### config.mk
export PLATFORM = sky130hd
export DESIGN_NAME = mtc_clock_synth
export DESIGN_NICKNAME = d
export VERILOG_FILES = /design/src/mtc_pkg.sv /design/src/mtc_clock_synth.sv
export SDC_FILE = /design/constraint.sdc
export NUM_CORES = 2
export LEC_CHECK = 0
export BUFFER_PORTS_ARGS = -buffer_cell sky130_fd_sc_hd__buf_2
export CORE_AREA = 2 2 445 447
export DETAILED_ROUTE_END_ITERATION = 7
export DIE_AREA = 0 0 447 449
export PLACE_DENSITY = 0.51
export SLEW_MARGIN = 10
export SYNTH_ARGS = -nofsm -noshare
export SYNTH_HDL_FRONTEND = slang
export SYNTH_SLANG_ARGS = --single-unit
### constraint.sdc
create_clock -name aclk -period 14.65 [get_ports aclk]
set_input_delay 2.1975 -clock aclk [delete_from_list [all_inputs] [get_ports aclk]]
set_output_delay 2.1975 -clock aclk [all_outputs]
set_load 0.005 [all_outputs]
### src/mtc_pkg.sv
// package: register map, field layout and codes of the modem clock synthesiser
package mtc_pkg;
   // ------------------------------------------------------------------
   // register map (byte addresses)
   // ------------------------------------------------------------------
   localparam int          NCH         = 9;
   localparam int          SIDE_BIT    = 5;
   localparam logic [7:0]  STATUS_OFF  = 8'h40;
   localparam logic [7:0]  PAT_BASE    = 8'h80;
   localparam logic [1:0]  KIND_NONE   = 2'h0;
   localparam logic [1:0]  KIND_SIDE   = 2'h1;
   localparam logic [1:0]  KIND_STAT   = 2'h2;
   localparam logic [1:0]  KIND_PAT    = 2'h3;
   localparam logic [1:0]  IDX_CTRL    = 2'h0;
   localparam logic [1:0]  IDX_FREQ    = 2'h1;
   localparam logic [1:0]  IDX_CORR    = 2'h2;
   localparam logic [1:0]  IDX_PHASE   = 2'h3;
   // ------------------------------------------------------------------
   // fields and reset values
   // ------------------------------------------------------------------
   localparam int          RXEN_BIT    = 2;
   localparam int          PER_LSB     = 16;
   localparam logic [2:0]  CTRL_RST_TX = 3'h0;
   localparam logic [2:0]  CTRL_RST_RX = 3'h4;
   localparam logic [31:0] FREQ_RST    = 32'h2000_0000;
   localparam logic [31:0] CORR_RST    = 32'h0;
   localparam logic [31:0] PAT_RST     = 32'h0;
   localparam logic [7:0]  OHC_WRAP    = 8'hfe;
   localparam logic [1:0]  RESP_OK     = 2'h0;
   localparam logic [1:0]  RESP_SLVERR = 2'h2;
   // ------------------------------------------------------------------
   // reference codes, pin slots and channel slots
   // ------------------------------------------------------------------
   localparam logic [1:0]  TXREF_INT   = 2'h0;
   localparam logic [1:0]  TXREF_LOOP  = 2'h1;
   localparam logic [1:0]  TXREF_TERR  = 2'h2;
   localparam logic [1:0]  RXREF_SYM   = 2'h0;
   localparam logic [1:0]  RXREF_TERR  = 2'h1;
   localparam logic [1:0]  RXREF_STN   = 2'h2;
   localparam int          PIN_INT     = 0;
   localparam int          PIN_SYM     = 1;
   localparam int          PIN_TERR    = 2;
   localparam int          PIN_STN     = 3;
   localparam int          CH_TX_INFO  = 0;
   localparam int          CH_TX_FRAME = 1;
   localparam int          CH_TX_CONV  = 2;
   localparam int          CH_TX_BLOCK = 3;
   localparam int          CH_RX_INFO  = 4;
   localparam int          CH_RX_FRAME = 5;
   localparam int          CH_RX_CONV  = 6;
   localparam int          CH_RX_BLOCK = 7;
   localparam int          CH_RX_DEMOD = 8;
endpackage

### src/mtc_clock_synth.sv
// top: transmit and receive timing generators behind an axi4-lite slave
//
// The placing of the registers and the AXI4-Lite slave port were chosen for this implementation.
`timescale 1ns/1ns
// What this block does
// - this unit sources every board clock except processor and baud-rate clocks
// - transmit side gives info, framing, overhead channel, convolutional, block clocks
// - transmit overhead channel clock runs at exactly info rate times 256/255 when info keep is at most 255/256 of period
// - transmit clocks come from a sequencer deleting oscillator pulses
// - external transmit reference enables the loop; processor writes corrections
// - transmit reference is internal oscillator, receive symbol clock or external
// - receive side gives overhead, symbol, info, framing and demodulator clocks
// - receive oscillator rate is processor set; clocks punctured from it
// - receive side locks to recovered symbol clock; processor writes corrections
// - receive reference is recovered symbol clock or external clock
module mtc_clock_synth
   import mtc_pkg::*;
(
   input  wire logic        aclk,           // 125 mhz clock
   input  wire logic        aresetn,        // synchronous reset, low
   input  wire logic [7:0]  s_axi_awaddr,   // write address
   input  wire logic        s_axi_awvalid,  // write address valid
   output logic             s_axi_awready,  // write address ready
   input  wire logic [31:0] s_axi_wdata,    // write data
   input  wire logic [3:0]  s_axi_wstrb,    // byte enables
   input  wire logic        s_axi_wvalid,   // write data valid
   output logic             s_axi_wready,   // write data ready
   output logic [1:0]       s_axi_bresp,    // write response
   output logic             s_axi_bvalid,   // write response valid
   input  wire logic        s_axi_bready,   // write response ready
   input  wire logic [7:0]  s_axi_araddr,   // read address
   input  wire logic        s_axi_arvalid,  // read address valid
   output logic             s_axi_arready,  // read address ready
   output logic [31:0]      s_axi_rdata,    // read data
   output logic [1:0]       s_axi_rresp,    // read response
   output logic             s_axi_rvalid,   // read data valid
   input  wire logic        s_axi_rready,   // read data ready
   input  wire logic        int_ref_clk,    // internal reference oscillator
   input  wire logic        rx_sym_clk,     // recovered symbol clock
   input  wire logic        terr_clk,       // terrestrial data clock
   input  wire logic        station_clk,    // station clock
   output logic             tx_info_clk,    // transmit information pulse
   output logic             tx_frame_clk,   // transmit framing overhead pulse
   output logic             tx_ohc_clk,     // transmit overhead channel pulse
   output logic             tx_conv_clk,    // transmit convolutional symbol pulse
   output logic             tx_block_clk,   // transmit block-code symbol pulse
   output logic             rx_info_clk,    // receive information pulse
   output logic             rx_frame_clk,   // receive framing overhead pulse
   output logic             rx_ohc_clk,     // receive overhead channel pulse
   output logic             rx_conv_clk,    // receive convolutional symbol pulse
   output logic             rx_block_clk,   // receive block-code symbol pulse
   output logic             rx_demod_clk    // demodulator clock pulse
);
   // ------------------------------------------------------------------
   // declarations
   // ------------------------------------------------------------------
   logic [2:0]      ctrl_q [2];
   logic [31:0]     freq_q [2];
   logic [31:0]     corr_q [2];
   logic [31:0]     pat_q  [NCH];
   logic [1:0]      tick_w, new_w, pll_st_w, pll_w, ref_edge_w, clr_w, ohc_w;
   logic [31:0]     phase_w [2];
   logic [NCH-1:0]  hit_w, pulse_w;
   logic [3:0]      pin_w, s1_q, s2_q, s3_q, lvl_q, prv_q, edge_w;
   logic            awready_q, wready_q, bvalid_q, arready_q, rvalid_q;
   logic [1:0]      bresp_q, rresp_q;
   logic [7:0]      awaddr_q;
   logic [31:0]     wdata_q, rdata_q, rd_w;
   logic [3:0]      wstrb_q;
   logic [5:0]      wsel_w, rsel_w;
   logic            aw_hs_w, w_hs_w, b_hs_w, ar_hs_w, r_hs_w, wr_fire_w;

   function automatic logic [5:0] reg_sel(input logic [7:0] a);
      logic [5:0] r;
      r = {KIND_NONE, 4'h0};
      if (a[1:0] == 2'b00) begin
         if (a[7:6] == 2'b00 && a[4] == 1'b0)
            r = {KIND_SIDE, 1'b0, a[SIDE_BIT], a[3:2]};
         else if (a == STATUS_OFF)
            r = {KIND_STAT, 4'h0};
         else if (a[7:6] == PAT_BASE[7:6] && a[5:2] < 4'(NCH))
            r = {KIND_PAT, a[5:2]};
      end
      return r;
   endfunction

   function automatic logic [31:0] merge(input logic [31:0] o, input logic [31:0] d,
                                         input logic [3:0] s);
      logic [31:0] r;
      r = o;
      for (int b = 0; b < 4; b++) begin
         if (s[b])
            r[8*b +: 8] = d[8*b +: 8];
      end
      return r;
   endfunction

   // ------------------------------------------------------------------
   // axi4-lite slave
   // ------------------------------------------------------------------
   assign aw_hs_w   = s_axi_awvalid & awready_q;
   assign w_hs_w    = s_axi_wvalid & wready_q;
   assign b_hs_w    = bvalid_q & s_axi_bready;
   assign ar_hs_w   = s_axi_arvalid & arready_q;
   assign r_hs_w    = rvalid_q & s_axi_rready;
   assign wr_fire_w = ~awready_q & ~wready_q & ~bvalid_q;
   assign wsel_w    = reg_sel(awaddr_q);
   assign rsel_w    = reg_sel(s_axi_araddr);

   always_ff @(posedge aclk) begin
      if (!aresetn) begin
         awready_q <= 1'b1;
         wready_q  <= 1'b1;
         bvalid_q  <= 1'b0;
         bresp_q   <= RESP_OK;
         awaddr_q  <= 8'h0;
         wdata_q   <= 32'h0;
         wstrb_q   <= 4'h0;
      end else begin
         if (aw_hs_w) begin
            awready_q <= 1'b0;
            awaddr_q  <= s_axi_awaddr;
         end else if (b_hs_w) begin
            awready_q <= 1'b1;
         end
         if (w_hs_w) begin
            wready_q <= 1'b0;
            wdata_q  <= s_axi_wdata;
            wstrb_q  <= s_axi_wstrb;
         end else if (b_hs_w) begin
            wready_q <= 1'b1;
         end
         if (wr_fire_w) begin
            bvalid_q <= 1'b1;
            bresp_q  <= (wsel_w[5:4] == KIND_NONE) ? RESP_SLVERR : RESP_OK;
         end else if (b_hs_w) begin
            bvalid_q <= 1'b0;
         end
      end
   end

   always_comb begin
      rd_w = 32'h0;
      case (rsel_w[5:4])
         KIND_SIDE: begin
            case (rsel_w[1:0])
               IDX_CTRL: rd_w = {29'h0, ctrl_q[rsel_w[2]]};
               IDX_FREQ: rd_w = freq_q[rsel_w[2]];
               IDX_CORR: rd_w = corr_q[rsel_w[2]];
               default:  rd_w = phase_w[rsel_w[2]];
            endcase
         end
         KIND_STAT: rd_w = {28'h0, pll_st_w, new_w};
         KIND_PAT:  rd_w = pat_q[rsel_w[3:0]];
         default:   rd_w = 32'h0;
      endcase
   end

   always_ff @(posedge aclk) begin
      if (!aresetn) begin
         arready_q <= 1'b1;
         rvalid_q  <= 1'b0;
         rdata_q   <= 32'h0;
         rresp_q   <= RESP_OK;
      end else if (ar_hs_w) begin
         arready_q <= 1'b0;
         rvalid_q  <= 1'b1;
         rdata_q   <= rd_w;
         rresp_q   <= (rsel_w[5:4] == KIND_NONE) ? RESP_SLVERR : RESP_OK;
      end else if (r_hs_w) begin
         arready_q <= 1'b1;
         rvalid_q  <= 1'b0;
      end
   end

   // ------------------------------------------------------------------
   // control registers
   // ------------------------------------------------------------------
   // phase-capture status bits 0 and 1 are write-one-to-clear, loop bits are read-only; a capture in the same cycle wins
   for (genvar j = 0; j < 2; j++) begin : g_clr
      assign clr_w[j] = wr_fire_w & (wsel_w[5:4] == KIND_STAT) & wstrb_q[0] & wdata_q[j];
   end

   always_ff @(posedge aclk) begin
      if (!aresetn) begin
         ctrl_q[0] <= CTRL_RST_TX;
         ctrl_q[1] <= CTRL_RST_RX;
         for (int j = 0; j < 2; j++) begin
            freq_q[j] <= FREQ_RST;
            corr_q[j] <= CORR_RST;
         end
         for (int c = 0; c < NCH; c++)
            pat_q[c] <= PAT_RST;
      end else if (wr_fire_w && wsel_w[5:4] == KIND_SIDE) begin
         case (wsel_w[1:0])
            IDX_CTRL: ctrl_q[wsel_w[2]] <= wstrb_q[0] ? wdata_q[2:0] : ctrl_q[wsel_w[2]];
            IDX_FREQ: freq_q[wsel_w[2]] <= merge(freq_q[wsel_w[2]], wdata_q, wstrb_q);
            IDX_CORR: corr_q[wsel_w[2]] <= merge(corr_q[wsel_w[2]], wdata_q, wstrb_q);
            default:  ;
         endcase
      end else if (wr_fire_w && wsel_w[5:4] == KIND_PAT) begin
         pat_q[wsel_w[3:0]] <= merge(pat_q[wsel_w[3:0]], wdata_q, wstrb_q);
      end
   end

   // ------------------------------------------------------------------
   // reference pins and selection
   // ------------------------------------------------------------------
   // a level counts once the second and third stages agree
   assign pin_w  = {station_clk, terr_clk, rx_sym_clk, int_ref_clk};
   assign edge_w = lvl_q & ~prv_q;

   always_ff @(posedge aclk) begin
      if (!aresetn) begin
         s1_q  <= 4'h0;
         s2_q  <= 4'h0;
         s3_q  <= 4'h0;
         lvl_q <= 4'h0;
         prv_q <= 4'h0;
      end else begin
         s1_q  <= pin_w;
         s2_q  <= s1_q;
         s3_q  <= s2_q;
         lvl_q <= (s2_q & s3_q) | (lvl_q & (s2_q | s3_q));
         prv_q <= lvl_q;
      end
   end

   assign ref_edge_w[0] = (ctrl_q[0][1:0] == TXREF_INT)  ? edge_w[PIN_INT] :
                          (ctrl_q[0][1:0] == TXREF_LOOP) ? pulse_w[CH_RX_CONV] :
                          (ctrl_q[0][1:0] == TXREF_TERR) ? edge_w[PIN_TERR] : edge_w[PIN_STN];
   assign ref_edge_w[1] = (ctrl_q[1][1:0] == RXREF_SYM)  ? edge_w[PIN_SYM] :
                          (ctrl_q[1][1:0] == RXREF_TERR) ? edge_w[PIN_TERR] :
                          (ctrl_q[1][1:0] == RXREF_STN)  ? edge_w[PIN_STN] : 1'b0;
   // loop on for any external tx reference
   assign pll_w[0] = (ctrl_q[0][1:0] != TXREF_INT);
   assign pll_w[1] = ctrl_q[1][RXEN_BIT];

   // ------------------------------------------------------------------
   // oscillators and phase capture, one per side
   // ------------------------------------------------------------------
   for (genvar j = 0; j < 2; j++) begin : g_side
      logic [31:0] acc_q, phase_q, step_w;
      logic [32:0] sum_w;
      logic        tick_q, new_q, guard_q, pll_q, chg_w, take_w;
      logic [1:0]  sel_prv_q;
      // correction added while the loop runs
      assign step_w = pll_q ? 32'(freq_q[j] + corr_q[j]) : freq_q[j];
      // oscillator tick is the accumulator carry
      assign sum_w  = {1'b0, acc_q} + {1'b0, step_w};
      assign chg_w  = (sel_prv_q != ctrl_q[j][1:0]);
      // first edge after a source change may be partial: dropped
      assign take_w = ref_edge_w[j] & pll_q & ~guard_q & ~chg_w;
      always_ff @(posedge aclk) begin
         if (!aresetn) begin
            acc_q     <= 32'h0;
            tick_q    <= 1'b0;
            pll_q     <= 1'b0;
            sel_prv_q <= 2'h0;
            guard_q   <= 1'b0;
            phase_q   <= 32'h0;
            new_q     <= 1'b0;
         end else begin
            acc_q     <= sum_w[31:0];
            tick_q    <= sum_w[32];
            pll_q     <= pll_w[j];
            sel_prv_q <= ctrl_q[j][1:0];
            if (chg_w)
               guard_q <= 1'b1;
            else if (ref_edge_w[j])
               guard_q <= 1'b0;
            if (take_w)
               phase_q <= acc_q;
            if (take_w)
               new_q <= 1'b1;
            else if (clr_w[j])
               new_q <= 1'b0;
         end
      end
      assign tick_w[j]   = tick_q;
      assign phase_w[j]  = phase_q;
      assign new_w[j]    = new_q;
      assign pll_st_w[j] = pll_q;
   end

   // ------------------------------------------------------------------
   // puncturing sequencers
   // ------------------------------------------------------------------
   // keep must not exceed period; period zero silences the channel
   for (genvar c = 0; c < NCH; c++) begin : g_ch
      logic [15:0] frac_q, per_w;
      logic [16:0] sum_w;
      logic        tk_w, p_q;
      assign tk_w  = (c < CH_RX_INFO) ? tick_w[0] : tick_w[1];
      assign per_w = pat_q[c][PER_LSB +: 16];
      assign sum_w = {1'b0, frac_q} + {1'b0, pat_q[c][15:0]};
      // pass a tick only when the fraction wraps
      assign hit_w[c] = tk_w & (per_w != 16'h0) & (sum_w >= {1'b0, per_w});
      always_ff @(posedge aclk) begin
         if (!aresetn) begin
            frac_q <= 16'h0;
            p_q    <= 1'b0;
         end else begin
            if (tk_w)
               frac_q <= hit_w[c] ? 16'(sum_w - {1'b0, per_w}) : sum_w[15:0];
            p_q <= hit_w[c];
         end
      end
      assign pulse_w[c] = p_q;
   end

   // one extra pulse after every 255 info pulses
   for (genvar j = 0; j < 2; j++) begin : g_ohc
      logic [7:0] cnt_q;
      logic       pend_q, ohc_q, inf_w, srv_w, wrap_w;
      assign inf_w  = hit_w[j ? CH_RX_INFO : CH_TX_INFO];
      assign wrap_w = inf_w & (cnt_q == OHC_WRAP);
      assign srv_w  = tick_w[j] & pend_q & ~inf_w;
      always_ff @(posedge aclk) begin
         if (!aresetn) begin
            cnt_q  <= 8'h0;
            pend_q <= 1'b0;
            ohc_q  <= 1'b0;
         end else begin
            cnt_q <= wrap_w ? 8'h0 : 8'(cnt_q + {7'h0, inf_w});
            if (wrap_w)
               pend_q <= 1'b1;
            else if (srv_w)
               pend_q <= 1'b0;
            ohc_q <= inf_w | srv_w;
         end
      end
      assign ohc_w[j] = ohc_q;
   end

   // ------------------------------------------------------------------
   // outputs
   // ------------------------------------------------------------------
   // every clock leaves straight from a flop
   assign tx_info_clk   = pulse_w[CH_TX_INFO];
   assign tx_frame_clk  = pulse_w[CH_TX_FRAME];
   assign tx_ohc_clk    = ohc_w[0];
   assign tx_conv_clk   = pulse_w[CH_TX_CONV];
   assign tx_block_clk  = pulse_w[CH_TX_BLOCK];
   assign rx_info_clk   = pulse_w[CH_RX_INFO];
   assign rx_frame_clk  = pulse_w[CH_RX_FRAME];
   assign rx_ohc_clk    = ohc_w[1];
   assign rx_conv_clk   = pulse_w[CH_RX_CONV];
   assign rx_block_clk  = pulse_w[CH_RX_BLOCK];
   assign rx_demod_clk  = pulse_w[CH_RX_DEMOD];
   assign s_axi_awready = awready_q;
   assign s_axi_wready  = wready_q;
   assign s_axi_bresp   = bresp_q;
   assign s_axi_bvalid  = bvalid_q;
   assign s_axi_arready = arready_q;
   assign s_axi_rdata   = rdata_q;
   assign s_axi_rresp   = rresp_q;
   assign s_axi_rvalid  = rvalid_q;
endmodule

## Yosys cells after proc, flatten, opt, wreduce, memory -nomap -nowiden

Memories as Yosys holds them, arrays and structs flattened.
Cells that the tools add are included.

| cells by class | value |
|---|---|
| add/sub/neg operators | 24 |
| magnitude comparators | 12 |
| equality and inequality tests | 35 |
| multiplexer cells | 131 |
| bitwise gates (word level) | 62 |
| reductions and logical operators | 55 |

Operators by type and width:

| cell | count |
|---|---|
| two-way mux 8 bit | 48 |
| two-way mux 32 bit | 8 |
| case mux 32 bit (3 select lines) | 2 |
| adder 16 x 16 -> 17 bit | 9 |
| >= comparator 17 x 16 -> 1 bit | 9 |
| two-way mux 16 bit | 9 |
| nonzero test 16 bit | 9 |
| subtractor 16 bit | 9 |
| OR reduction 32 bit | 3 |
| adder 32 x 32 -> 33 bit | 2 |
| adder 32 bit | 2 |
| two-way mux 1 bit | 48 |
| two-way mux 6 bit | 8 |
| inequality test 4 bit (second input constant) | 12 |
| bitwise AND 1 bit | 41 |
| AND reduction 2 bit | 13 |
| nonzero test 2 bit | 11 |
| equality test 2 bit (second input constant) | 10 |
| logical NOT 2 bit | 10 |
| adder 8 x 1 -> 8 bit | 2 |
| equality test 8 x 7 -> 1 bit (second input constant) | 2 |
| equality test 8 bit (second input constant) | 2 |
| two-way mux 4 bit | 4 |
| bitwise AND 4 bit | 3 |
| 15 further kinds | 43 |

| storage, ports and cells | value |
|---|---|
| bits in registers | 418 |
| bits in writable memories | 422 |
| input bits | 63 |
| output and inout bits | 52 |
| logic and storage cells | 377 |
| memories | 4 |

Memory list:

| name | words | width | rd ports | clocked after Yosys merged registers in | wr ports | line | text |
|---|---|---|---|---|---|---|---|
| pat_q | 9 | 32 | 10 | 0 | 9 | mtc_clock_synth.sv:60 | `logic [31:0] pat_q [NCH];` |
| corr_q | 2 | 32 | 3 | 0 | 2 | mtc_clock_synth.sv:59 | `logic [31:0] corr_q [2];` |
| freq_q | 2 | 32 | 3 | 0 | 2 | mtc_clock_synth.sv:58 | `logic [31:0] freq_q [2];` |
| ctrl_q | 2 | 3 | 3 | 0 | 2 | mtc_clock_synth.sv:57 | `logic [2:0] ctrl_q [2];` |

## Depth between registers and ports, before layout

| logic depth | value |
|---|---|
| depth in word-level cells | 15 |
| mapped depth | 25 |
| gate-level depth less buffers | 25 |

## Worst setup path after synthesis

OpenSTA, ideal clock, no wires.

| timing | value |
|---|---|
| path type | reg-to-reg |
| from | memory pat_q[4][0] |
| to | register g_ohc[1].cnt_q[6] |
| library setup time | 0.120 ns |
| arrival | 4.787 ns |
| data required time | 14.530 ns |
| setup slack | 9.744 ns |
| cell stages (with the launch flop) | 26 |
| buffers on the path | 1 |
| clock period less this slack | 4.906 ns |
| path through | edfxtp_1 -> ha_1 -> fa_1 -> a21o_1 -> a21oi_1 -> o21a_1 -> or2_2 -> nor2_1 -> o21ai_0 -> nand2b_1 -> xor2_1 -> ha_1 -> a21o_1 -> a21o_1 -> a21o_1 -> o21a_1 -> a2111o_1 -> a221oi_2 -> or2_1 -> buf_4 -> inv_1 -> ha_1 -> ha_1 -> nand3_1 -> xor2_1 -> nor2_1 |

RTL lines:

| item | line | text |
|---|---|---|
| from (decl) | mtc_clock_synth.sv:60 |  |
| to (signal assigned) | mtc_clock_synth.sv:325 | `cnt_q <= wrap_w ? 8'h0 : 8'(cnt_q + {7'h0, inf_w});` |
| to (decl) | mtc_clock_synth.sv:314 | `logic [7:0] cnt_q;` |

==> impl_metrics.yaml <==
cts:
  ctsResizeCount: 0
  cts_tree: "yes"
  cts_buffers: 115
  post_cts_buffers: 0
  cts_htree_levels: 3
  clock_latency_ns: 0.80
  cts_root_buf: "clkbuf_16"
  hold_buffers: 0
  cts.sink_count: 943
  clk_path_buf_depth: 3
  clkTransAtPathRegs_ns: 0.06
floorplanning:
  die_x_um: 447
  std_cell_rows: 163
  die_area_mm2: 0.2007
  coreArea_mm2: 0.1962
  die_h_um: 449
  initial_utilization_pct: 29.82
  io-pin-count: 115
critical_path:
  path_max_fanout: 21
  crit_family: "compound AO/OA/AOI/OAI gates"
  rr_worst_depth: 24
  rrSetupSlack_ns: 8.56
  required_ns: 15.28
  r2r_start: "pat_q[4][0]"
  start_kind: "register"
  worst-path-buf-inv: 1
  cp_slowest_cell: "or2_1"
  arrival_ns: 6.71
  crit_path_end_kind: "register"
  worstReg2RegEnd: "g_ohc[1].cnt_q[4]"
  crit_type: "reg -> reg"
  slowest_delay_ns: 0.69
  crit_chain: "ha_1 > fa_1 > a21o_1 > a21oi_1 > o21a_1 > or2_2 > nor2_1 > o21ai_0 > nand2b_1 > xor2_1 > ha_1 > a21o_1 > a21o_1 > a21o_1 > o21a_1 > a2111o_1 > a221oi_2 > or2_1 > inv_1 > ha_1 > ha_1 > nand3_1 > xor2_1 > nor2_1"
routing:
  drtAntennaViolNets: 0
  drt_iter0_markers: 4972
  drc: 0
  viasPerCell: 5.387
  drt-pass1-iter-count: 6
  drt-wirelength-per-cell_um: 24.71
  via_count: 48580
  drt_wl_total_mm: 222.9
finish:
  n_fill_cell: 20220
  final_common_cell: "a21oi_1"
  drive_above_1_share_pct: 9.077
  final_nets: 6758
  area_growth_pct: 12.82
  multiInputGateArea_mm2: 0.03246
  final_cell_mix: "a21oi_1, edfxtp_1, nor2_1, ha_1, dfxtp_1"
  fin_area_mm2: 0.06601
  layout.cells.non_filler: 9018
  seq_area_mm2: 0.02420
global_routing:
  grt_max_degree: 125
  grt_usage_pct: 21.49
  gr-total-overflow: 0
  antenna_found_initial: 21
  grt_pass1_vias: 45740
  grt_pass1_wl_mm: 318.8
sta:
  slew_viol_final: 0
  fin_skew_ns: 0.08088
  relSlewSlack_pct: 8.526
  setup_tns_ns: 0
  finalHoldWorstSlack_ns: 0.4344
  timing.final.ws_setup_ns: 8.564
  setup_viol: 0
  min_period_ns: 6.086
  post-route-period-util_pct: 41.54
  hold_viol_final: 0
  worstMarginPinSlew_ns: 1.358
  fmax_mhz: 164.3
  rsz0062_at_grt: "no"
placement:
  dpl_cell_area_mm2: 0.06204
  detailed_place_hpwl_mm: 161.7
  place_ws_ns: 8.263
  port_buffers: 112
  place_congestion: 0.9370
  dp_cells: 8778
run:
  max_cap_violations: 0
worst_hold_path:
  hold_path_end: "s2_q[1]"
  holdPathStages: 1
  hp-start: "s1_q[1]"
  hold_path.class: "reg -> reg"
synthesis:
  synth.distinct_cells: 87
  syn_area_mm2: 0.05851
  synth_ff_type: "edfxtp_1"
  synth_edf_count: 527
  yosys_warnings: 0
  synth_seq_area_share_pct: 41.28
  async_flop_share_pct: 0
  ys_seq_elements: 943
  synthCells: 6190
  postSynthAreaPerCell_um2: 9.453
power:
  p_per_area_mw_per_mm2: 139.5
  leakagePower_nw: 27.50
  ir_worst_vdd_mv: 0.1002
run_status:
  status: "finished clean"
## cell families after synthesis
kind of cell               count (synthesis)  synth area share (%)
buffers and inverters                    606                 4.029
xor gates and xnor gates                 350                 5.239
DFF                                      943                 41.28
and+or+nand+nor                         1858                 15.77
muxes                                    347                 6.225
other                                      1              0.006409
adders and majority gates                440                 9.691
AOI/OAI and AO/OA                       1645                 17.76
## routing by layer
metal	GRT usage, %	vias to the layer above	wire [µm]
met4	9.771	0	10370
li1	-	22680	-
met5	0	-	0
met1	29.38	23520	96690
met3	3.082	420	17080
met2	33.42	1963	98730
## layout make-up
type                            instances  share of cell area (%)
Tap cell                             2640                   5.004
Clock buffer                          158                   4.871
Inverter                              280                   1.604
Timing Repair Buffer                  168                   1.539
Sequential cell                       943                   36.66
Antenna cell                           21                 0.07961
Multi-Input combinational cell       4747                   49.18
Clock inverter                         61                   1.071
## worst max-delay path by stage
| stage | endpoint | slack, ns | from | cells after the start |
|---|---|---|---|---|
| 6_report | g_ohc[1].cnt_q[4] | 8.56 | pat_q[4][0] | 24 |
| 5_1_grt | g_ohc[1].cnt_q[4] | 8.08 | pat_q[4][0] | 24 |
| 4_1_cts | g_ohc[1].cnt_q[6] | 8.60 | pat_q[4][0] | 24 |
| 3_5_place_dp | s_axi_rdata[13] | 8.26 | s_axi_araddr[6] | 12 |
| 3_3_place_gp | s_axi_rdata[16] | 8.25 | s_axi_araddr[6] | 12 |
| 2_1_floorplan | g_ohc[1].cnt_q[6] | 9.74 | pat_q[4][0] | 25 |
## state kept, by name (all words and copies together), names as in the netlist, 6 cells and up
name	cells
awaddr_q	8
corr_q	64
ctrl_q	6
freq_q	64
g_ch.frac_q	144
g_ohc.cnt_q	16
g_side.acc_q	64
g_side.phase_q	64
pat_q	393
s_axi_rdata	32
wdata_q	32
## power by group
group | internal (W) | total (W) | switching, W
sequential | 0.00304 | 0.00330 | 0.000267
clock | 0.00171 | 0.00296 | 0.00125
combinational | 0.00125 | 0.00295 | 0.00170
## worst reg2reg max path, stage by stage, from the launching register on
cell and delay (ns):
edfxtp_1 0.41, ha_1 0.23, fa_1 0.41, a21o_1 0.18, a21oi_1 0.31, o21a_1 0.20, or2_2 0.14, nor2_1 0.04
o21ai_0 0.15, nand2b_1 0.09, xor2_1 0.20, ha_1 0.31, a21o_1 0.22, a21o_1 0.18, a21o_1 0.18, o21a_1 0.18
a2111o_1 0.43, a221oi_2 0.33, or2_1 0.69, inv_1 0.22, ha_1 0.29, ha_1 0.23, nand3_1 0.11, xor2_1 0.15
nor2_1 0.05
## synth_stat cells (all sizes together) (13+ instances only)
master | n | share of area [%]
ha | 418 | 8.9
a21oi | 557 | 4.8
mux2i | 221 | 3.8
o22ai | 30 | 0.32
nor4 | 50 | 0.55
buf | 52 | 0.47
inv | 278 | 1.8
o2111ai | 22 | 0.33
o21ai | 366 | 3.2
o21a | 37 | 0.47
o211ai | 38 | 0.49
nand2b | 46 | 0.49
nor3 | 138 | 1.2
a21boi | 13 | 0.17
fa | 22 | 0.75
nand3 | 78 | 0.67
nand4 | 50 | 0.53
a31oi | 58 | 0.62
o21bai | 47 | 0.60
and2 | 315 | 3.4
xnor2 | 231 | 3.5
a22oi | 26 | 0.33
dfxtp | 416 | 14
a211oi | 46 | 0.59
nor3b | 13 | 0.17
clkbuf | 274 | 1.8
nor2b | 79 | 0.84
and3 | 158 | 1.7
nand2 | 368 | 2.4
or2 | 22 | 0.24
a221oi | 97 | 1.5
nor2 | 507 | 3.3
or3 | 18 | 0.19
o31ai | 19 | 0.24
o221ai | 39 | 0.58
mux2 | 125 | 2.4
xor2 | 119 | 1.8
a21o | 146 | 1.9
edfxtp | 527 | 27
## stage by stage
step / total power (W) / util [%]
global route: 0.009723 / 33.62
CTS: 0.009243 / 33.62
finish: 0.009211 / 33.65
global placement: 0.006244 / 31.62
floorplan: 0.005539 / -
detailed placement: 0.006268 / 31.62
(Power assumes the default switching activity.)
